$ cat src/common/cdro_map.vh
// Register map, reset values, function codes and timing constants of the current detect block
`ifndef CDRO_MAP_VH
`define CDRO_MAP_VH
// Register offsets (plain register port, 4-bit address)
`define CDRO_A_OC_LVL   4'h0
`define CDRO_A_OC_DLY   4'h1
`define CDRO_A_ZC_LVL   4'h2
`define CDRO_A_ZC_TIM   4'h3
`define CDRO_A_RET_SEL  4'h4
`define CDRO_A_REM_WORD 4'h5
`define CDRO_A_FUNC0    4'h6
`define CDRO_A_FUNC1    4'h7
`define CDRO_A_FUNC2    4'h8
`define CDRO_A_STATUS   4'h9
// Reset values
`define CDRO_RST_OC_LVL 8'h96
`define CDRO_RST_OC_DLY 7'h00
`define CDRO_RST_ZC_LVL 8'h05
`define CDRO_RST_ZC_TIM 7'h05
`define CDRO_RST_RET    8'h00
`define CDRO_RST_REM    12'h000
`define CDRO_RST_FUNC   8'h00
// Setting limits
`define CDRO_LVL_MAX    16'h00C8
`define CDRO_OC_DLY_MAX 16'h0064
`define CDRO_ZC_TIM_MAX 16'h000A
`define CDRO_REM_MAX    16'h0FFF
// Retention selections
`define CDRO_RET_CLR    8'h00
`define CDRO_RET_KEEP   8'h01
`define CDRO_RET_CLR_H  8'h0A
`define CDRO_RET_KEEP_H 8'h0B
// Terminal function codes
`define CDRO_FC_OC_P    8'h0C
`define CDRO_FC_OC_N    8'h70
`define CDRO_FC_ZC_P    8'h0D
`define CDRO_FC_ZC_N    8'h71
`define CDRO_FC_REM_P   8'h60
`define CDRO_FC_REM_N   8'hC4
// Status bit positions
`define CDRO_ST_OC      0
`define CDRO_ST_ZC      1
`define CDRO_ST_RUN     2
`define CDRO_ST_TERM    4
// Timing
`define CDRO_CLK_KHZ    40000
`define CDRO_TICK_MS    100
`define CDRO_HOLD_MS    100
`define CDRO_CNT_MAX    7'h7F
`endif

$ cat src/rtl/cdro_top.v
// Output current detection, zero current detection and remote output terminals
`default_nettype none
`include "cdro_map.vh"
// Notes on behaviour
// - Over-current level 0..200 percent, default 150
// - Over-current delay 0..10 s, default 0
// - Running, current at/above level past delay
// - Over-current flag held at least 100 ms
// - Zero-current level 0..200 percent, default 5
// - Zero-current time 0..1 s, default 0.5
// - Running, current at/below level past time
// - Zero level of zero disables detection
// - Both flags respond within about 0.1 s
// - Codes 12/112 route over-current flag
// - Codes 13/113 route zero-current flag
// - Codes 96/196 route remote word bit
// - Remote word 0..4095, bit sets terminal level
// - Unassigned terminals ignore remote word bits
// - Selection 0/10: power-on clears remote word
// - Selection 1/11: save at power-off, restore
// - Selection 10/11 keep word through drive reset
// - Remote word writable always, despite protection
module cdro_top #(
  parameter TICK_CYCLES = `CDRO_TICK_MS * `CDRO_CLK_KHZ,
  parameter HOLD_CYCLES = `CDRO_HOLD_MS * `CDRO_CLK_KHZ
) (
  // Clock and power-on reset
  input  wire        REF_CLK,
  input  wire        RST_N,
  // Register port
  input  wire [3:0]  REG_ADDR,
  input  wire [15:0] REG_WDATA,
  input  wire        REG_WR,
  input  wire        REG_RD,
  output wire [15:0] REG_RDATA,
  // Drive state from the control logic
  input  wire        RUN_ACTIVE,
  input  wire [7:0]  CUR_PCT,
  input  wire        WRITE_PROTECT,
  input  wire        DRV_RST,
  // Power supervision pin
  input  wire        POWER_FAIL,
  // Nonvolatile storage
  input  wire        NV_LOAD,
  input  wire [7:0]  NV_LOAD_SEL,
  input  wire [11:0] NV_LOAD_WORD,
  output wire        NV_SAVE,
  output wire [11:0] NV_SAVE_WORD,
  // Output terminals
  input  wire [2:0]  OTHER_FN,
  output wire [2:0]  TERM_OUT,
  output wire        OC_FLAG,
  output wire        ZC_FLAG
);

  // Terminal level for a function code; other codes keep their own function
  function term_fn;
    input [7:0] code;
    input       oc;
    input       zc;
    input       rb;
    input       oth;
    begin
      if (code == `CDRO_FC_OC_P)
        term_fn = oc;
      else if (code == `CDRO_FC_OC_N)
        term_fn = ~oc;
      else if (code == `CDRO_FC_ZC_P)
        term_fn = zc;
      else if (code == `CDRO_FC_ZC_N)
        term_fn = ~zc;
      else if (code == `CDRO_FC_REM_P)
        term_fn = rb;
      else if (code == `CDRO_FC_REM_N)
        term_fn = ~rb;
      else
        term_fn = oth;
    end
  endfunction

  // Setting accepted only within its legal range
  function in_range;
    input [15:0] val;
    input [15:0] max;
    begin
      in_range = (val <= max);
    end
  endfunction

  // Retention selection that survives power loss
  function ret_keeps_pwr;
    input [7:0] sel;
    begin
      ret_keeps_pwr = (sel == `CDRO_RET_KEEP) || (sel == `CDRO_RET_KEEP_H);
    end
  endfunction

  // Saturating tick counter step
  function [6:0] sat_inc;
    input [6:0] v;
    begin
      if (v == `CDRO_CNT_MAX)
        sat_inc = v;
      else
        sat_inc = v + 7'h01;
    end
  endfunction

  // Settings
  reg  [7:0]  oc_lvl_q;
  reg  [6:0]  oc_dly_q;
  reg  [7:0]  zc_lvl_q;
  reg  [6:0]  zc_tim_q;
  reg  [7:0]  ret_sel_q;
  reg  [11:0] rem_q;
  reg  [7:0]  func0_q;
  reg  [7:0]  func1_q;
  reg  [7:0]  func2_q;
  // Detection state
  reg  [21:0] tick_cnt_q;
  reg  [21:0] hold_cnt_q;
  reg  [6:0]  oc_cnt_q;
  reg  [6:0]  zc_cnt_q;
  reg         oc_q;
  reg         zc_q;
  // Power-fail synchroniser and save strobe
  reg         pf_s1_q;
  reg         pf_s2_q;
  reg         pf_s3_q;
  reg         save_q;
  reg  [11:0] save_word_q;
  // Bus and terminal outputs
  reg  [15:0] rdata_q;
  reg  [2:0]  term_q;

  // Counter end points kept at full integer width, then cut to the counter width on purpose
  wire [31:0] tick_last;
  wire [31:0] hold_last;
  wire        tick;
  wire        set_ok;
  wire        oc_cond;
  wire        zc_en;
  wire        zc_cond;
  wire        pf_rise;
  wire [15:0] status;

  // End points of the tick and hold counters; both must fit the 22-bit counters
  assign tick_last = TICK_CYCLES - 1;
  assign hold_last = HOLD_CYCLES - 1;
  // 100 ms tick paces both detectors; slow, but it filters current ripple
  assign tick    = (tick_cnt_q == tick_last[21:0]);
  assign set_ok  = REG_WR && !WRITE_PROTECT;
  assign oc_cond = RUN_ACTIVE && (CUR_PCT >= oc_lvl_q);
  assign zc_en   = (zc_lvl_q != 8'h00);
  assign zc_cond = RUN_ACTIVE && zc_en && (CUR_PCT <= zc_lvl_q);
  // The second and third stages feed the edge detector; the first is never used directly
  assign pf_rise = pf_s2_q && !pf_s3_q;

  // Tick generator
  // Free-running from reset, so the first tick lands TICK_CYCLES-1 cycles after release
  always @(posedge REF_CLK or negedge RST_N) begin
    if (!RST_N)
      tick_cnt_q <= 22'h000000;
    else if (tick)
      tick_cnt_q <= 22'h000000;
    else
      tick_cnt_q <= tick_cnt_q + 22'h000001;
  end

  // Settings writes; out-of-range values are refused and the old value kept
  always @(posedge REF_CLK or negedge RST_N) begin
    if (!RST_N) begin
      oc_lvl_q  <= `CDRO_RST_OC_LVL;
      oc_dly_q  <= `CDRO_RST_OC_DLY;
      zc_lvl_q  <= `CDRO_RST_ZC_LVL;
      zc_tim_q  <= `CDRO_RST_ZC_TIM;
      ret_sel_q <= `CDRO_RST_RET;
      func0_q   <= `CDRO_RST_FUNC;
      func1_q   <= `CDRO_RST_FUNC;
      func2_q   <= `CDRO_RST_FUNC;
    end else if (NV_LOAD) begin
      // Selection itself is a stored setting restored at power-up
      if (NV_LOAD_SEL == `CDRO_RET_CLR || NV_LOAD_SEL == `CDRO_RET_CLR_H || ret_keeps_pwr(NV_LOAD_SEL))
        ret_sel_q <= NV_LOAD_SEL;
    end else if (set_ok) begin
      if (REG_ADDR == `CDRO_A_OC_LVL) begin
        if (in_range(REG_WDATA, `CDRO_LVL_MAX))
          oc_lvl_q <= REG_WDATA[7:0];
      end else if (REG_ADDR == `CDRO_A_OC_DLY) begin
        if (in_range(REG_WDATA, `CDRO_OC_DLY_MAX))
          oc_dly_q <= REG_WDATA[6:0];
      end else if (REG_ADDR == `CDRO_A_ZC_LVL) begin
        if (in_range(REG_WDATA, `CDRO_LVL_MAX))
          zc_lvl_q <= REG_WDATA[7:0];
      end else if (REG_ADDR == `CDRO_A_ZC_TIM) begin
        if (in_range(REG_WDATA, `CDRO_ZC_TIM_MAX))
          zc_tim_q <= REG_WDATA[6:0];
      end else if (REG_ADDR == `CDRO_A_RET_SEL) begin
        if (REG_WDATA[15:8] == 8'h00 &&
            (REG_WDATA[7:0] == `CDRO_RET_CLR || REG_WDATA[7:0] == `CDRO_RET_CLR_H ||
             ret_keeps_pwr(REG_WDATA[7:0])))
          ret_sel_q <= REG_WDATA[7:0];
      end else if (REG_ADDR == `CDRO_A_FUNC0) begin
        if (REG_WDATA[15:8] == 8'h00)
          func0_q <= REG_WDATA[7:0];
      end else if (REG_ADDR == `CDRO_A_FUNC1) begin
        if (REG_WDATA[15:8] == 8'h00)
          func1_q <= REG_WDATA[7:0];
      end else if (REG_ADDR == `CDRO_A_FUNC2) begin
        if (REG_WDATA[15:8] == 8'h00)
          func2_q <= REG_WDATA[7:0];
      end
    end
  end

  // Remote word: power-on clears, restore and drive reset depend on selection
  always @(posedge REF_CLK or negedge RST_N) begin
    if (!RST_N)
      rem_q <= `CDRO_RST_REM;
    else if (NV_LOAD) begin
      if (ret_keeps_pwr(NV_LOAD_SEL))
        rem_q <= NV_LOAD_WORD;
    end else if (DRV_RST) begin
      if (ret_sel_q != `CDRO_RET_CLR_H && ret_sel_q != `CDRO_RET_KEEP_H)
        rem_q <= `CDRO_RST_REM;
    end else if (REG_WR && REG_ADDR == `CDRO_A_REM_WORD) begin
      // Write protection deliberately not applied here
      if (in_range(REG_WDATA, `CDRO_REM_MAX))
        rem_q <= REG_WDATA[11:0];
    end
  end

  // Over-current qualification counts whole ticks at or above the level
  // The count saturates, so a long overload never wraps back below the delay
  always @(posedge REF_CLK or negedge RST_N) begin
    if (!RST_N)
      oc_cnt_q <= 7'h00;
    else if (DRV_RST)
      oc_cnt_q <= 7'h00;
    else if (tick) begin
      if (oc_cond)
        oc_cnt_q <= sat_inc(oc_cnt_q);
      else
        oc_cnt_q <= 7'h00;
    end
  end

  // Over-current flag with minimum on time
  // The hold restarts only on a fresh rise, so a long overload never stretches it
  always @(posedge REF_CLK or negedge RST_N) begin
    if (!RST_N) begin
      oc_q       <= 1'b0;
      hold_cnt_q <= 22'h000000;
    end else if (DRV_RST) begin
      oc_q       <= 1'b0;
      hold_cnt_q <= 22'h000000;
    end else if (tick && oc_cond && oc_cnt_q >= oc_dly_q) begin
      if (!oc_q)
        hold_cnt_q <= hold_last[21:0];
      else if (hold_cnt_q != 22'h000000)
        hold_cnt_q <= hold_cnt_q - 22'h000001;
      oc_q <= 1'b1;
    end else begin
      if (hold_cnt_q != 22'h000000)
        hold_cnt_q <= hold_cnt_q - 22'h000001;
      else if (tick && !oc_cond)
        oc_q <= 1'b0;
    end
  end

  // Zero-current qualification counts whole ticks at or below the level
  always @(posedge REF_CLK or negedge RST_N) begin
    if (!RST_N)
      zc_cnt_q <= 7'h00;
    else if (DRV_RST || !zc_en)
      zc_cnt_q <= 7'h00;
    else if (tick) begin
      if (zc_cond)
        zc_cnt_q <= sat_inc(zc_cnt_q);
      else
        zc_cnt_q <= 7'h00;
    end
  end

  // Zero-current flag; disabling it takes effect at once
  always @(posedge REF_CLK or negedge RST_N) begin
    if (!RST_N)
      zc_q <= 1'b0;
    else if (DRV_RST || !zc_en)
      zc_q <= 1'b0;
    else if (tick)
      zc_q <= zc_cond && (zc_cnt_q >= zc_tim_q);
  end

  // Power-fail pin synchroniser
  // The pin is asynchronous; two stages settle it before the edge detector sees it
  always @(posedge REF_CLK or negedge RST_N) begin
    if (!RST_N) begin
      pf_s1_q <= 1'b0;
      pf_s2_q <= 1'b0;
      pf_s3_q <= 1'b0;
    end else begin
      pf_s1_q <= POWER_FAIL;
      pf_s2_q <= pf_s1_q;
      pf_s3_q <= pf_s2_q;
    end
  end

  // Save only on power loss, never on a drive reset
  // The word is latched on every power loss; only the pulse depends on the selection
  always @(posedge REF_CLK or negedge RST_N) begin
    if (!RST_N) begin
      save_q      <= 1'b0;
      save_word_q <= `CDRO_RST_REM;
    end else begin
      save_q <= pf_rise && ret_keeps_pwr(ret_sel_q);
      if (pf_rise)
        save_word_q <= rem_q;
    end
  end

  // Terminal drivers, registered so they never glitch on code changes
  always @(posedge REF_CLK or negedge RST_N) begin
    if (!RST_N)
      term_q <= 3'h0;
    else begin
      term_q[0] <= term_fn(func0_q, oc_q, zc_q, rem_q[0], OTHER_FN[0]);
      term_q[1] <= term_fn(func1_q, oc_q, zc_q, rem_q[1], OTHER_FN[1]);
      term_q[2] <= term_fn(func2_q, oc_q, zc_q, rem_q[2], OTHER_FN[2]);
    end
  end

  // Status word
  assign status = {9'h000, term_q, 1'b0, RUN_ACTIVE, zc_q, oc_q};

  // Read data valid in the cycle after the strobe only; unmapped reads zero
  always @(posedge REF_CLK or negedge RST_N) begin
    if (!RST_N)
      rdata_q <= 16'h0000;
    else if (!REG_RD)
      rdata_q <= 16'h0000;
    else if (REG_ADDR == `CDRO_A_OC_LVL)
      rdata_q <= {8'h00, oc_lvl_q};
    else if (REG_ADDR == `CDRO_A_OC_DLY)
      rdata_q <= {9'h000, oc_dly_q};
    else if (REG_ADDR == `CDRO_A_ZC_LVL)
      rdata_q <= {8'h00, zc_lvl_q};
    else if (REG_ADDR == `CDRO_A_ZC_TIM)
      rdata_q <= {9'h000, zc_tim_q};
    else if (REG_ADDR == `CDRO_A_RET_SEL)
      rdata_q <= {8'h00, ret_sel_q};
    else if (REG_ADDR == `CDRO_A_REM_WORD)
      rdata_q <= {4'h0, rem_q};
    else if (REG_ADDR == `CDRO_A_FUNC0)
      rdata_q <= {8'h00, func0_q};
    else if (REG_ADDR == `CDRO_A_FUNC1)
      rdata_q <= {8'h00, func1_q};
    else if (REG_ADDR == `CDRO_A_FUNC2)
      rdata_q <= {8'h00, func2_q};
    else if (REG_ADDR == `CDRO_A_STATUS)
      rdata_q <= status;
    else
      rdata_q <= 16'h0000;
  end

  assign REG_RDATA    = rdata_q;
  assign NV_SAVE      = save_q;
  assign NV_SAVE_WORD = save_word_q;
  assign TERM_OUT     = term_q;
  assign OC_FLAG      = oc_q;
  assign ZC_FLAG      = zc_q;

endmodule
`default_nettype wire

$ cat config.mk
export PLATFORM = sky130hd
export DESIGN_NAME = cdro_top
export DESIGN_NICKNAME = d
export VERILOG_FILES = /design/src/rtl/cdro_top.v
export VERILOG_INCLUDE_DIRS = /design/src /design/src/common
export SDC_FILE = /design/constraint.sdc
export NUM_CORES = 1
export LEC_CHECK = 0
export BUFFER_PORTS_ARGS = -buffer_cell sky130_fd_sc_hd__clkbuf_2
export CAP_MARGIN = 10
export CORE_MARGIN = 2
export CORE_UTILIZATION = 57
export DETAILED_ROUTE_END_ITERATION = 12
export GPL_TIMING_DRIVEN = 0
export HOLD_SLACK_MARGIN = 0.05
export PLACE_DENSITY = 0.89
export SYNTH_ARGS = -nofsm -noshare
export SYNTH_HDL_FRONTEND = slang
export SYNTH_SLANG_ARGS = --single-unit
$ cat constraint.sdc
create_clock -name REF_CLK -period 4.4 [get_ports REF_CLK]
set_clock_uncertainty 0.15 [all_clocks]
set_input_delay 0.22 -clock REF_CLK [delete_from_list [all_inputs] [get_ports REF_CLK]]
set_output_delay 0.22 -clock REF_CLK [all_outputs]
set_load 0.02 [all_outputs]
==> results of run 1 <==
## through the flow
stage               cells  hold WS [ps]  cell area (um^2)  worst slack (ps)  total power (W)
floorplan             915          -226              9090              1760          0.00235
CTS                  1269          52.6             10600              1470          0.00406
global route         1269          91.2             10600              1260          0.00425
detailed placement   1218           109              9840              1480          0.00261
global placement     1216           184              9790               147          0.00258
finish               1269          70.7             10600              1430          0.00407
## cell type report
type                       count  area [um^2]
buffer                        44          190
clock inverter                13          121
sequential                   165         4140
clock buffer                  19          443
tap                          216          270
inverter                      46          173
multi-input combinational    660         4600
timing repair buffer         106          657
fill                        1125         5120
## synthesized netlist by cell type (all sizes together), types with 9 or more instances
library cell / number / area share [%]
nand3: 25 / 1.4
xor2: 17 / 1.6
xnor2: 14 / 1.3
a31oi: 12 / 0.83
clkbuf: 33 / 1.4
nand4: 17 / 1.2
and2: 12 / 0.83
nor3: 19 / 1.0
nor2b: 15 / 1.0
o21ai: 41 / 2.3
and3: 10 / 0.69
nand2b: 13 / 0.90
nor2: 74 / 3.1
nor4: 13 / 0.96
a21oi: 61 / 3.4
mux2: 75 / 9.3
ha: 35 / 4.8
inv: 46 / 1.9
nand2: 64 / 2.6
mux2i: 21 / 2.3
a22o: 9 / 0.87
dfrtp: 157 / 43
buf: 11 / 0.73
## critical path, cell delays in order, from the launching register on
cell                        delay [ps]
sky130_fd_sc_hd__dfrtp_1           450
sky130_fd_sc_hd__or4_1             580
sky130_fd_sc_hd__or4_4             600
sky130_fd_sc_hd__nor2_1            320
sky130_fd_sc_hd__clkbuf_1          430
sky130_fd_sc_hd__nand2_1           100
sky130_fd_sc_hd__a2bb2oi_1         150
sky130_fd_sc_hd__nor2_1             60
## cells by family (layout without fill, tap and decap cells)
group,Yosys count,count (layout),synth area share (%)
xor gates and xnor gates,31,31,2.99
adders and majority gates,35,35,4.82
other,1,4,0.0413
muxes,96,96,11.6
AOI/OAI and AO/OA,195,195,13.9
buffers and inverters,90,228,3.99
and+or+nand+nor,299,299,17.1
DFF,165,165,45.6
## flip-flops by register name, summed over array words and instances (netlist names), 3 cells and up
register,flops
zc_cnt_q,7
func2_q,8
NV_SAVE_WORD,12
oc_cnt_q,7
tick_cnt_q,22
oc_dly_q,7
TERM_OUT,3
func1_q,8
zc_tim_q,7
oc_lvl_q,8
rem_q,12
REG_RDATA,12
hold_cnt_q,22
func0_q,8
ret_sel_q,8
zc_lvl_q,8
## power by group
part,leakage [nW],switching (W),internal (W)
Sequential,2.17,0.000118,0.00165
Combinational,2.40,0.000505,0.000354
Clock,0.280,0.000639,0.000802
## final timing paths
check                               from              to
setup / recovery           tick_cnt_q[8]         OC_FLAG
hold / removal               OTHER_FN[2]     TERM_OUT[2]
setup reg to reg           tick_cnt_q[8]         OC_FLAG
hold reg to reg                  pf_s1_q         pf_s2_q
max in group asynchronous          RST_N  hold_cnt_q[10]
min in group asynchronous          RST_N     zc_lvl_q[6]
## metal layers
layer	up-vias	share of wire, %	track usage, %
met4	0	4.3	13.8
met3	88	9.2	7.63
met2	383	47	48.9
li1	3558	-	-
met5	-	0	0
met1	3785	40	39.1
==> metrics.json, run 1 <==
{
  "floorplanning": {
    "floorplan.rows": 46,
    "starting_density_of_the_core_pct": 57.8,
    "die_width_um": 130,
    "die_height_um": 130,
    "design.portCount": 94,
    "core_area_mm2": 0.0157,
    "die_area_mm2": 0.0170
  },
  "synth": {
    "synth_edf_count": 0,
    "synth.cell_area_mm2": 0.00908,
    "postSynthCellCount": 912,
    "ys_warn_count": 0,
    "synth.yosys.seq_area_share_pct": 45.6,
    "synth-main-ff-cell": "sky130_fd_sc_hd__dfrtp_1",
    "avgSynthCellArea_um2": 9.96,
    "netlist-cell-type-count": 70,
    "postSynthRegisterBits": 165,
    "synthArstFlopShare_pct": 100
  },
  "timing": {
    "finalSetupViolCount": 0,
    "period_minus_slack_ps": 2970,
    "report.final.slew_viol_count": 0,
    "finalHoldViolCount": 0,
    "maxClockFrequency_ghz": 0.337,
    "slew_headroom_pct": 15.9,
    "max_slew.worst_pin.slew_ps": 1250,
    "fin_tns_setup_ps": 0,
    "rsz_0062_raised_after_global_routing": "false",
    "period_share_pct": 67.4
  },
  "setup_path": {
    "critPathKind": "flop to flop",
    "worst_r2r_path_depth": 7,
    "timing.critical_path.to_type": "flop",
    "worstSetupStartpointType": "flop",
    "worstPathRequired_ps": 4540,
    "critical_path_arrival_ps": 3110,
    "rrSetupSlack_ps": 1430,
    "cp_max_fo": 10
  },
  "finish": {
    "nNetsFinal": 1135,
    "layout-drive-gt1-share_pct": 20.6,
    "leading_cell_type_in_the_layout_fill_and_taps_excluded": "sky130_fd_sc_hd__dfrtp_1",
    "mostFrequentLayoutCells": "sky130_fd_sc_hd__dfrtp_1, sky130_fd_sc_hd__clkbuf_2, sky130_fd_sc_hd__mux2_2",
    "area.growth.synth_to_final_pct": 16.6,
    "antenna_cells_inserted": 0,
    "final_util_pct": 67.4
  },
  "min_path": {
    "whs_path_depth": 4,
    "hp_class": "input pin to flop"
  },
  "cts": {
    "cts_tree": "built",
    "cts_made_buffers": 17,
    "number_of_buffers_between_clock_root_and_the_deepest_sink": 2,
    "number_of_hold_repair_buffers_added_at_the_cts_stage": 19,
    "cts.sinks": 165,
    "cts_post_setup_buffers_inserted": 0,
    "clk_latency_ps": 430,
    "cts_resized": 0,
    "cts_root_buf": "sky130_fd_sc_hd__clkbuf_16",
    "ctsHtreeMaxLevel": 4,
    "clk_pin_slew_worst_paths_ps": 70
  },
  "place": {
    "place_congestion": 0.978,
    "dp.final_hpwl_mm": 16.7,
    "port-buffer-count": 85
  },
  "pwr": {
    "total_leakage_power_nw": 4.85,
    "irDropWorstVdd_v": 0.000281,
    "cellPowerDensity_mw_per_mm2": 384
  },
  "global_route": {
    "groute.usage.overall_pct": 30.4,
    "antenna_violations_before_repair": 0,
    "grt_first_pass_wirelength_mm": 39.6,
    "grt_max_degree": 95,
    "grt_remaining_overflow": 0,
    "first_global_vias": 7783
  },
  "drt": {
    "antenna_violating_nets_post_route": 0,
    "via_count": 7814,
    "firstDrtPassIters": 6,
    "drc": 0,
    "detail_route.vias_per_cell": 6.16,
    "dr.first_iter.drc_count": 828,
    "drt-wirelength-per-cell_um": 19.2,
    "drt_wl_total_mm": 24.4
  },
  "run": {
    "cap_viol_max_count": 0
  },
  "status": {
    "run_status": "finished, final reports clean"
  }
}
Note: power is estimated with default switching activity, not from simulation.
==> run 2, diff against run 1 <==
- ABC_AREA: unset -> 1
- CORE_UTILIZATION: 57 -> 54
- PLACE_DENSITY: 0.89 -> 0.88
- clock period: 4.4 -> 2.6 ns (I/O delays scaled with it)
==> run 2 against run 1 <==
- die area up 13%
- via count up 26%
- cell count up 35%
- register-to-register slack worse by 1300 ps
- global-route usage down 0.76 points
- design area up 9.1%
- sequential power up 69%
- first-iteration DRC count up 46%
- clock power up 75%
- combinational power up 140%
- sequential cell count unchanged
- worst hold slack worse by 8.1 ps
- critical path type is now input pin to flop
==> metrics.json, run 2 <==
{
  "synth": {
    "synth.top_cells.by_count": {"value": "sky130_fd_sc_hd__nand2_1, sky130_fd_sc_hd__inv_1, sky130_fd_sc_hd__nor2_1", "change": "was sky130_fd_sc_hd__dfrtp_1, sky130_fd_sc_hd__mux2_2, sky130_fd_sc_hd__nor2_1"},
    "avgSynthCellArea": {"value": 7.42, "unit": "um^2", "change": "was 9.96 um^2"},
    "yosysTopAreaCell": {"value": "sky130_fd_sc_hd__dfrtp_1", "change": "unchanged"},
    "synth_edf_count": {"value": 0, "change": "unchanged"},
    "synthTopCellsByArea": {"value": "sky130_fd_sc_hd__dfrtp_1, sky130_fd_sc_hd__nand2_1, sky130_fd_sc_hd__inv_1, sky130_fd_sc_hd__nor2_1, sky130_fd_sc_hd__ha_1", "change": "was sky130_fd_sc_hd__dfrtp_1, sky130_fd_sc_hd__mux2_2, sky130_fd_sc_hd__ha_1, sky130_fd_sc_hd__a21oi_1, sky130_fd_sc_hd__nor2_1"},
    "most_used_standard_cell_by_instance_count_after_synthesis": {"value": "sky130_fd_sc_hd__nand2_1", "change": "was sky130_fd_sc_hd__dfrtp_1"},
    "postSynthRegisterBits": {"value": 165, "change": "unchanged"},
    "synthArstFlopShare": {"value": 100, "unit": "%", "change": "unchanged"},
    "postSynthCellCount": {"value": 1320, "change": "was 912"},
    "synth.yosys.seq_area_share": {"value": 42.3, "unit": "%", "change": "was 45.6%"},
    "netlist-cell-type-count": {"value": 50, "change": "was 70"},
    "synth.cell_area": {"value": 0.00979, "unit": "mm^2", "change": "was 0.00908 mm^2"},
    "synth-main-ff-cell": {"value": "sky130_fd_sc_hd__dfrtp_1", "change": "unchanged"},
    "ys_warn_count": {"value": 0, "change": "unchanged"},
    "synth_top_cell_area_share": {"value": 40.1, "unit": "%", "change": "was 43.3%"}
  },
  "floorplanning": {
    "die_area": {"value": 0.0192, "unit": "mm^2", "change": "was 0.0170 mm^2"},
    "die_width": {"value": 139, "unit": "um", "change": "was 130 um"},
    "core_area": {"value": 0.0179, "unit": "mm^2", "change": "was 0.0157 mm^2"},
    "design.portCount": {"value": 94, "change": "unchanged"},
    "die_height": {"value": 139, "unit": "um", "change": "was 130 um"},
    "starting_density_of_the_core": {"value": 54.7, "unit": "%", "change": "was 57.8%"},
    "floorplan.rows": {"value": 49, "change": "was 46"}
  },
  "cts": {
    "cts_tree": {"value": "built", "change": "unchanged"},
    "ctsHtreeMaxLevel": {"value": 4, "change": "unchanged"},
    "cts.sinks": {"value": 165, "change": "unchanged"},
    "clk_pin_slew_worst_paths": {"value": 80, "unit": "ps", "change": "was 70 ps"},
    "cts_post_setup_buffers_inserted": {"value": 0, "change": "unchanged"},
    "number_of_buffers_between_clock_root_and_the_deepest_sink": {"value": 2, "change": "unchanged"},
    "cts_made_buffers": {"value": 17, "change": "unchanged"},
    "clk_latency": {"value": 440, "unit": "ps", "change": "was 430 ps"},
    "cts_root_buf": {"value": "sky130_fd_sc_hd__clkbuf_16", "change": "unchanged"}
  },
  "finish": {
    "multiInputGateArea": {"value": 0.00481, "unit": "mm^2", "change": "was 0.00460 mm^2"},
    "register_area": {"value": 0.00414, "unit": "mm^2", "change": "unchanged"},
    "instances_no_fill": {"value": 1710, "change": "was 1269"},
    "leading_cell_type_in_the_layout_fill_and_taps_excluded": {"value": "sky130_fd_sc_hd__nand2_1", "change": "was sky130_fd_sc_hd__dfrtp_1"},
    "reg.largest.list": {"value": "hold_cnt_q: 22 flops, tick_cnt_q: 22 flops", "change": "unchanged"},
    "layout-drive-gt1-share": {"value": 13.0, "unit": "%", "change": "was 20.6%"},
    "antenna_cells_inserted": {"value": 0, "change": "unchanged"},
    "nNetsFinal": {"value": 1563, "change": "was 1135"},
    "filler_cell_count": {"value": 1425, "change": "was 1125"},
    "mostFrequentLayoutCells": {"value": "sky130_fd_sc_hd__nand2_1, sky130_fd_sc_hd__inv_1, sky130_fd_sc_hd__nor2_1", "change": "was sky130_fd_sc_hd__dfrtp_1, sky130_fd_sc_hd__clkbuf_2, sky130_fd_sc_hd__mux2_2"},
    "area.growth.synth_to_final": {"value": 17.9, "unit": "%", "change": "was 16.6%"}
  },
  "timing": {
    "period_minus_slack_ps": 2600,
    "post_layout_worst_setup_margin": {"value": 4.97, "unit": "ps", "change": "was 1430 ps"},
    "finalSetupViolCount": {"value": 0, "change": "unchanged"},
    "max_slew.worst_pin.slew": {"value": 673, "unit": "ps", "change": "was 1250 ps"},
    "period_share_pct": 99.8,
    "report.final.slew_viol_count": {"value": 0, "change": "unchanged"},
    "maxClockFrequency_ghz": 0.385,
    "slew_headroom": {"value": 54.0, "unit": "%", "change": "was 15.9%"},
    "finalHoldViolCount": {"value": 0, "change": "unchanged"},
    "rsz_0062_raised_after_global_routing": {"value": "true", "change": "was false"}
  },
  "setup_path": {
    "worst_r2r_path_depth": {"value": 10, "change": "was 7"},
    "timing.critical_path.to_type": {"value": "flop", "change": "unchanged"},
    "worstPathRequired": {"value": 2830, "unit": "ps", "change": "was 4540 ps"},
    "critical_path_arrival": {"value": 2820, "unit": "ps", "change": "was 3110 ps"},
    "critPathKind": {"value": "input pin to flop", "change": "was flop to flop"},
    "worstSetupStartpointType": {"value": "input pin", "change": "was flop"},
    "rrSetupSlack": {"value": 140, "unit": "ps", "change": "was 1430 ps"},
    "cp_max_fo": {"value": 8, "change": "was 10"},
    "reg2reg_from": {"value": "oc_lvl_q[7]", "change": "was tick_cnt_q[8]"},
    "rr_endpoint": {"value": "oc_cnt_q[6]", "change": "was OC_FLAG"}
  },
  "global_route": {
    "grt_first_pass_wirelength": {"value": 46.4, "unit": "mm", "change": "was 39.6 mm"},
    "first_global_vias": {"value": 9456, "change": "was 7783"},
    "groute.usage.overall": {"value": 29.6, "unit": "%", "change": "was 30.4%"},
    "grt_remaining_overflow": {"value": 0, "change": "unchanged"},
    "antenna_violations_before_repair": {"value": 0, "change": "unchanged"},
    "grt_max_degree": {"value": 94, "change": "was 95"}
  },
  "drt": {
    "drc": {"value": 0, "change": "unchanged"},
    "via_count": {"value": 9881, "change": "was 7814"},
    "detail_route.vias_per_cell": {"value": 5.78, "change": "was 6.16"},
    "drt_wl_total": {"value": 28.4, "unit": "mm", "change": "was 24.4 mm"},
    "dr.first_iter.drc_count": {"value": 1213, "change": "was 828"},
    "antenna_violating_nets_post_route": {"value": 0, "change": "unchanged"},
    "firstDrtPassIters": {"value": 6, "change": "unchanged"},
    "drt-wirelength-per-cell": {"value": 16.6, "unit": "um", "change": "was 19.2 um"}
  },
  "place": {
    "dpl_worst_slack": {"value": 205, "unit": "ps", "change": "was 1480 ps"},
    "port-buffer-count": {"value": 88, "change": "was 85"},
    "dp.cells": {"value": 1641, "change": "was 1218"},
    "dp.final_hpwl": {"value": 19.0, "unit": "mm", "change": "was 16.7 mm"},
    "place_congestion": {"value": 0.946, "change": "was 0.978"}
  },
  "min_path": {
    "hp-start": {"value": "OTHER_FN[2]", "change": "unchanged"},
    "hp_class": {"value": "input pin to flop", "change": "unchanged"},
    "worst_hold_path.endpoint": {"value": "TERM_OUT[2]", "change": "unchanged"},
    "whs_path_depth": {"value": 7, "change": "was 4"}
  },
  "run": {
    "cap_viol_max_count": {"value": 0, "change": "unchanged"}
  },
  "pwr": {
    "irDropWorstVdd": {"value": 0.000583, "unit": "V", "change": "was 0.000281 V"},
    "total_leakage_power": {"value": 6.06, "unit": "nW", "change": "was 4.85 nW"},
    "cellPowerDensity": {"value": 658, "unit": "mW/mm^2", "change": "was 384 mW/mm^2"}
  },
  "status": {
    "run_status": {"value": "finished, final reports clean", "change": "unchanged"}
  }
}
run 2: cell types whose count changed in the layout (fill, tap and decap cells not counted), sizes merged, moves of 21 or more:
cell | previous run | this run
clkbuf | 137 | 112
o21ai | 41 | 105
mux2i | 21 | 0
nor2 | 74 | 195
inv | 51 | 204
nand3 | 25 | 86
mux2 | 75 | 0
nand2 | 64 | 304
run 2: repair_timing:
| action | 4_1_cts | 5_1_grt |
|---|---|---|
| endpoints found under the setup margin | 0 | 9 |
| endpoints found under the hold margin | 122 | 0 |
| gates resized for setup | 0 | 4 |
| hold buffers | 37 | 0 |
run 2: final cells by class:
cell class | count | area share [%]
sequential | 165 | 35.8
buffer | 26 | 1.19
inverter | 196 | 6.37
timing repair buffer | 126 | 7.33
multi-input combinational | 936 | 41.7
tap | 229 | 2.48
clock buffer | 18 | 3.80
clock inverter | 14 | 1.33
run 2: worst max path at each step:
stage | to | cells after the start | slack (ps) | startpoint
final | ret_sel_q[0] | 10 | 5 | REG_WDATA[5]
after global routing | hold_cnt_q[14] | 9 | -40 | oc_lvl_q[7]
after CTS | oc_cnt_q[6] | 10 | 130 | oc_lvl_q[7]
after detailed placement | oc_cnt_q[6] | 10 | 200 | oc_lvl_q[7]
after global placement | oc_cnt_q[2] | 1 | -1660 | RST_N
after floorplan | oc_cnt_q[0] | 10 | 610 | oc_lvl_q[7]
run 2: logic make-up after synthesis:
group | after synthesis | share of synthesized area [%]
AOI/OAI and AO/OA | 177 | 10.0
xor gates and xnor gates | 39 | 3.49
adders and majority gates | 35 | 4.47
buffers and inverters | 222 | 8.92
DFF | 165 | 42.3
other | 1 | 0.0383
and+or+nand+nor | 681 | 30.8
run 2: power breakdown:
| part | internal [W] | total [W] | switching, W | leakage, nW |
|---|---|---|---|---|
| Combinational | 0.000762 | 0.00209 | 0.00133 | 3.67 |
| Sequential | 0.00280 | 0.00299 | 0.000188 | 2.10 |
| Clock | 0.00131 | 0.00252 | 0.00120 | 0.293 |
run 2: critical path: stages:
cell,delay [ps]
sky130_fd_sc_hd__dlygate4sd3_1,560
sky130_fd_sc_hd__clkbuf_2,160
sky130_fd_sc_hd__inv_1,300
sky130_fd_sc_hd__nand2_1,160
sky130_fd_sc_hd__nor4_1,380
sky130_fd_sc_hd__nand2_1,220
sky130_fd_sc_hd__nand2_2,230
sky130_fd_sc_hd__nand2_1,70
sky130_fd_sc_hd__nand2_1,60
sky130_fd_sc_hd__dlygate4sd3_1,540
run 2: metal layers:
metal | GRT usage, % | share of wire, % | up-vias
met1 | 38.5 | 39 | 4551
met5 | 0 | 0 | -
met3 | 6.60 | 9.1 | 172
met2 | 47.8 | 46 | 605
li1 | - | - | 4553
met4 | 13.6 | 5.6 | 0
run 2: stage by stage:
stage / hold WS (ps) / cell area (um^2) / TNS [ps] / total power, W / utilization [%]
6_report: 62.5 / 11600 / 0 / 0.00760 / 64.5
5_1_grt: 103 / 11600 / -225 / 0.00805 / 64.5
4_1_cts: 52.8 / 11500 / 0 / 0.00756 / 64.4
3_5_place_dp: 31.7 / 10600 / 0 / 0.00501 / 59.0
3_3_place_gp: 91.2 / 10500 / -262720 / 0.00493 / 58.8
2_1_floorplan: -316 / 9810 / 0 / 0.00447 / -
==> run 3, diff against run 2 <==
- CELL_PAD_IN_SITES_DETAIL_PLACEMENT: unset -> 0
- CELL_PAD_IN_SITES_GLOBAL_PLACEMENT: unset -> 1
- CORE_UTILIZATION: 54 -> 40
==> run 3 against run 2 <==
- register-to-register slack improved by 60 ps
- maximum frequency increased by 6.2%
- clock power increased by 4%
- sequential power barely moved
- combinational power shrank 3%
- design area increased by 1.4%
- core utilization decreased by 16 points
- cell count grew 5.6%
- critical path depth unchanged
- power up 0.45%
- critical path type unchanged
==> metrics.json, run 3 (synthesis gave the netlist of run 2 again) <==
{
  "pwr": {
    "post-layout-total-power": {"value": 0.00764, "unit": "W", "change": "was 0.00760 W"},
    "irDropWorstVdd": {"value": 0.000357, "unit": "V", "change": "was 0.000583 V"},
    "cellPowerDensity": {"value": 652, "unit": "mW/mm^2", "change": "was 658 mW/mm^2"},
    "total_leakage_power": {"value": 6.07, "unit": "nW", "change": "was 6.06 nW"}
  },
  "cts": {
    "cts.sinks": {"value": 165, "change": "unchanged"},
    "cts_root_buf": {"value": "sky130_fd_sc_hd__clkbuf_16", "change": "unchanged"},
    "clk_latency": {"value": 440, "unit": "ps", "change": "about the same"},
    "clk_pin_slew_worst_paths": {"value": 90, "unit": "ps", "change": "was 80 ps"},
    "cts_tree": {"value": "built", "change": "unchanged"},
    "cts_made_buffers": {"value": 17, "change": "unchanged"},
    "ctsHtreeMaxLevel": {"value": 4, "change": "unchanged"},
    "number_of_buffers_between_clock_root_and_the_deepest_sink": {"value": 2, "change": "unchanged"}
  },
  "drt": {
    "drt_wl_total": {"value": 26.8, "unit": "mm", "change": "was 28.4 mm"},
    "drt-wirelength-per-cell": {"value": 14.8, "unit": "um", "change": "was 16.6 um"},
    "via_count": {"value": 9082, "change": "was 9881"},
    "drc": {"value": 0, "change": "unchanged"},
    "detail_route.vias_per_cell": {"value": 5.03, "change": "was 5.78"},
    "dr.first_iter.drc_count": {"value": 743, "change": "was 1213"},
    "antenna_violating_nets_post_route": {"value": 0, "change": "unchanged"},
    "firstDrtPassIters": {"value": 5, "change": "was 6"}
  },
  "status": {
    "run_status": {"value": "finished, final reports clean", "change": "unchanged"}
  },
  "global_route": {
    "first_global_vias": {"value": 8737, "change": "was 9456"},
    "grt_first_pass_wirelength": {"value": 44.2, "unit": "mm", "change": "was 46.4 mm"},
    "groute.usage.overall": {"value": 21.4, "unit": "%", "change": "was 29.6%"},
    "grt_max_degree": {"value": 95, "change": "was 94"},
    "grt_remaining_overflow": {"value": 0, "change": "unchanged"},
    "antenna_violations_before_repair": {"value": 0, "change": "unchanged"}
  },
  "timing": {
    "finalSetupViolCount": {"value": 0, "change": "unchanged"},
    "finalHoldViolCount": {"value": 0, "change": "unchanged"},
    "post_layout_worst_setup_margin": {"value": 155, "unit": "ps", "change": "was 4.97 ps"},
    "slew_headroom": {"value": 51.9, "unit": "%", "change": "was 54.0%"},
    "max_slew.worst_pin.slew": {"value": 722, "unit": "ps", "change": "was 673 ps"},
    "period_share": {"value": 94.0, "unit": "%", "change": "was 99.8%"},
    "period_minus_slack": {"value": 2440, "unit": "ps", "change": "was 2600 ps"},
    "maxClockFrequency": {"value": 0.409, "unit": "GHz", "change": "was 0.385 GHz"},
    "rsz_0062_raised_after_global_routing": {"value": "true", "change": "unchanged"},
    "fin_tns_setup": {"value": 0, "unit": "ps", "change": "unchanged"},
    "report.final.slew_viol_count": {"value": 0, "change": "unchanged"}
  },
  "finish": {
    "mostFrequentLayoutCells": {"value": "sky130_fd_sc_hd__nand2_1, sky130_fd_sc_hd__inv_1, sky130_fd_sc_hd__nor2_1", "change": "unchanged"},
    "leading_cell_type_in_the_layout_fill_and_taps_excluded": {"value": "sky130_fd_sc_hd__nand2_1", "change": "unchanged"},
    "instances_no_fill": {"value": 1805, "change": "was 1710"},
    "area.growth.synth_to_final": {"value": 19.5, "unit": "%", "change": "was 17.9%"},
    "nNetsFinal": {"value": 1563, "change": "unchanged"},
    "layout-drive-gt1-share": {"value": 13.0, "unit": "%", "change": "unchanged"},
    "reg.largest.list": {"value": "hold_cnt_q: 22 flops, tick_cnt_q: 22 flops", "change": "unchanged"},
    "antenna_cells_inserted": {"value": 0, "change": "unchanged"}
  },
  "setup_path": {
    "critical_path_arrival": {"value": 2680, "unit": "ps", "change": "was 2820 ps"},
    "critPathKind": {"value": "input pin to flop", "change": "unchanged"},
    "timing.critical_path.to_type": {"value": "flop", "change": "unchanged"},
    "worstPathRequired": {"value": 2830, "unit": "ps", "change": "about the same"},
    "worstSetupStartpointType": {"value": "input pin", "change": "unchanged"},
    "cp_max_fo": {"value": 8, "change": "unchanged"}
  },
  "min_path": {
    "hp_class": {"value": "input pin to flop", "change": "unchanged"}
  },
  "floorplanning": {
    "die_width": {"value": 160, "unit": "um", "change": "was 139 um"},
    "design.portCount": {"value": 94, "change": "unchanged"},
    "floorplan.rows": {"value": 57, "change": "was 49"},
    "starting_density_of_the_core": {"value": 40.5, "unit": "%", "change": "was 54.7%"},
    "core_area": {"value": 0.0242, "unit": "mm^2", "change": "was 0.0179 mm^2"},
    "die_area": {"value": 0.0258, "unit": "mm^2", "change": "was 0.0192 mm^2"},
    "die_height": {"value": 160, "unit": "um", "change": "was 139 um"}
  },
  "place": {
    "place_congestion": {"value": 0.877, "change": "was 0.946"},
    "dp.cells": {"value": 1736, "change": "was 1641"},
    "dp.final_hpwl": {"value": 19.9, "unit": "mm", "change": "was 19.0 mm"},
    "dpl_worst_slack": {"value": 170, "unit": "ps", "change": "was 205 ps"},
    "port-buffer-count": {"value": 88, "change": "unchanged"}
  },
  "run": {
    "cap_viol_max_count": {"value": 0, "change": "unchanged"}
  }
}
[run 3: timing repair]
item / 4_1_cts / 5_1_grt
buffers inserted: 0 / 0
hold buffers: 37 / 0
endpoints found under the hold margin: 117 / 0
endpoints found under the setup margin: 0 / 8
resized for setup: 0 / 5
[run 3: worst paths after layout]
path	startpoint	depth (start not counted)	slack, ps	endpoint
worst max register to register	oc_lvl_q[7]	11	200	hold_cnt_q[7]
max in group asynchronous	RST_N	3	1290	zc_lvl_q[0]
worst min-delay path	OTHER_FN[1]	7	40	TERM_OUT[1]
worst min register to register	pf_s1_q	0	220	pf_s2_q
min in group asynchronous	RST_N	2	120	TERM_OUT[0]
worst max-delay path	REG_WDATA[6]	10	160	ret_sel_q[0]
[run 3: through the flow]
step | area (um^2) | util (%) | hold WS (ps)
5_1_grt | 11700 | 48.4 | 91.3
3_5_place_dp | 10700 | 44.2 | 42.4
4_1_cts | 11700 | 48.3 | 51.9
2_1_floorplan | 9810 | - | -316
6_report | 11700 | 48.4 | 37.2
3_3_place_gp | 10700 | 44.1 | 89.0
[run 3: cell type report]
cell class / count / area [um^2]
clock inverters: 15 / 196
clock buffers: 17 / 425
flip-flops and latches: 165 / 4140
inverters: 196 / 739
plain buffers: 26 / 138
fillers: 2390 / 12500
well taps: 324 / 405
repair buffers: 126 / 847
multi-input cells: 936 / 4820
[run 3: worst max-delay path, stage by stage]
cell and delay, ps:
sky130_fd_sc_hd__dlygate4sd3_1 540, sky130_fd_sc_hd__clkbuf_2 180, sky130_fd_sc_hd__inv_1 340, sky130_fd_sc_hd__nand2_1 120, sky130_fd_sc_hd__nor4_1 250, sky130_fd_sc_hd__nand2_1 150
sky130_fd_sc_hd__nand2_1 250, sky130_fd_sc_hd__nand2_1 90, sky130_fd_sc_hd__nand2_1 70, sky130_fd_sc_hd__dlygate4sd3_1 550
[run 3: report_power, final]
group          internal, W  leakage [nW]  switching, W
Sequential         0.00280          2.10      0.000179
Combinational     0.000760          3.67       0.00127
Clock              0.00132         0.300       0.00131
Total              0.00488          6.07       0.00275
[run 3: metal layers]
metal / wire, um / share of wire (%) / vias up / GRT usage (%)
met5: 0 / 0 / - / 0
met4: 541 / 2.0 / 0 / 6.18
met3: 1210 / 4.5 / 38 / 3.20
met2: 12500 / 47 / 236 / 34.7
met1: 12600 / 47 / 4261 / 29.8
li1: - / - / 4547 / -
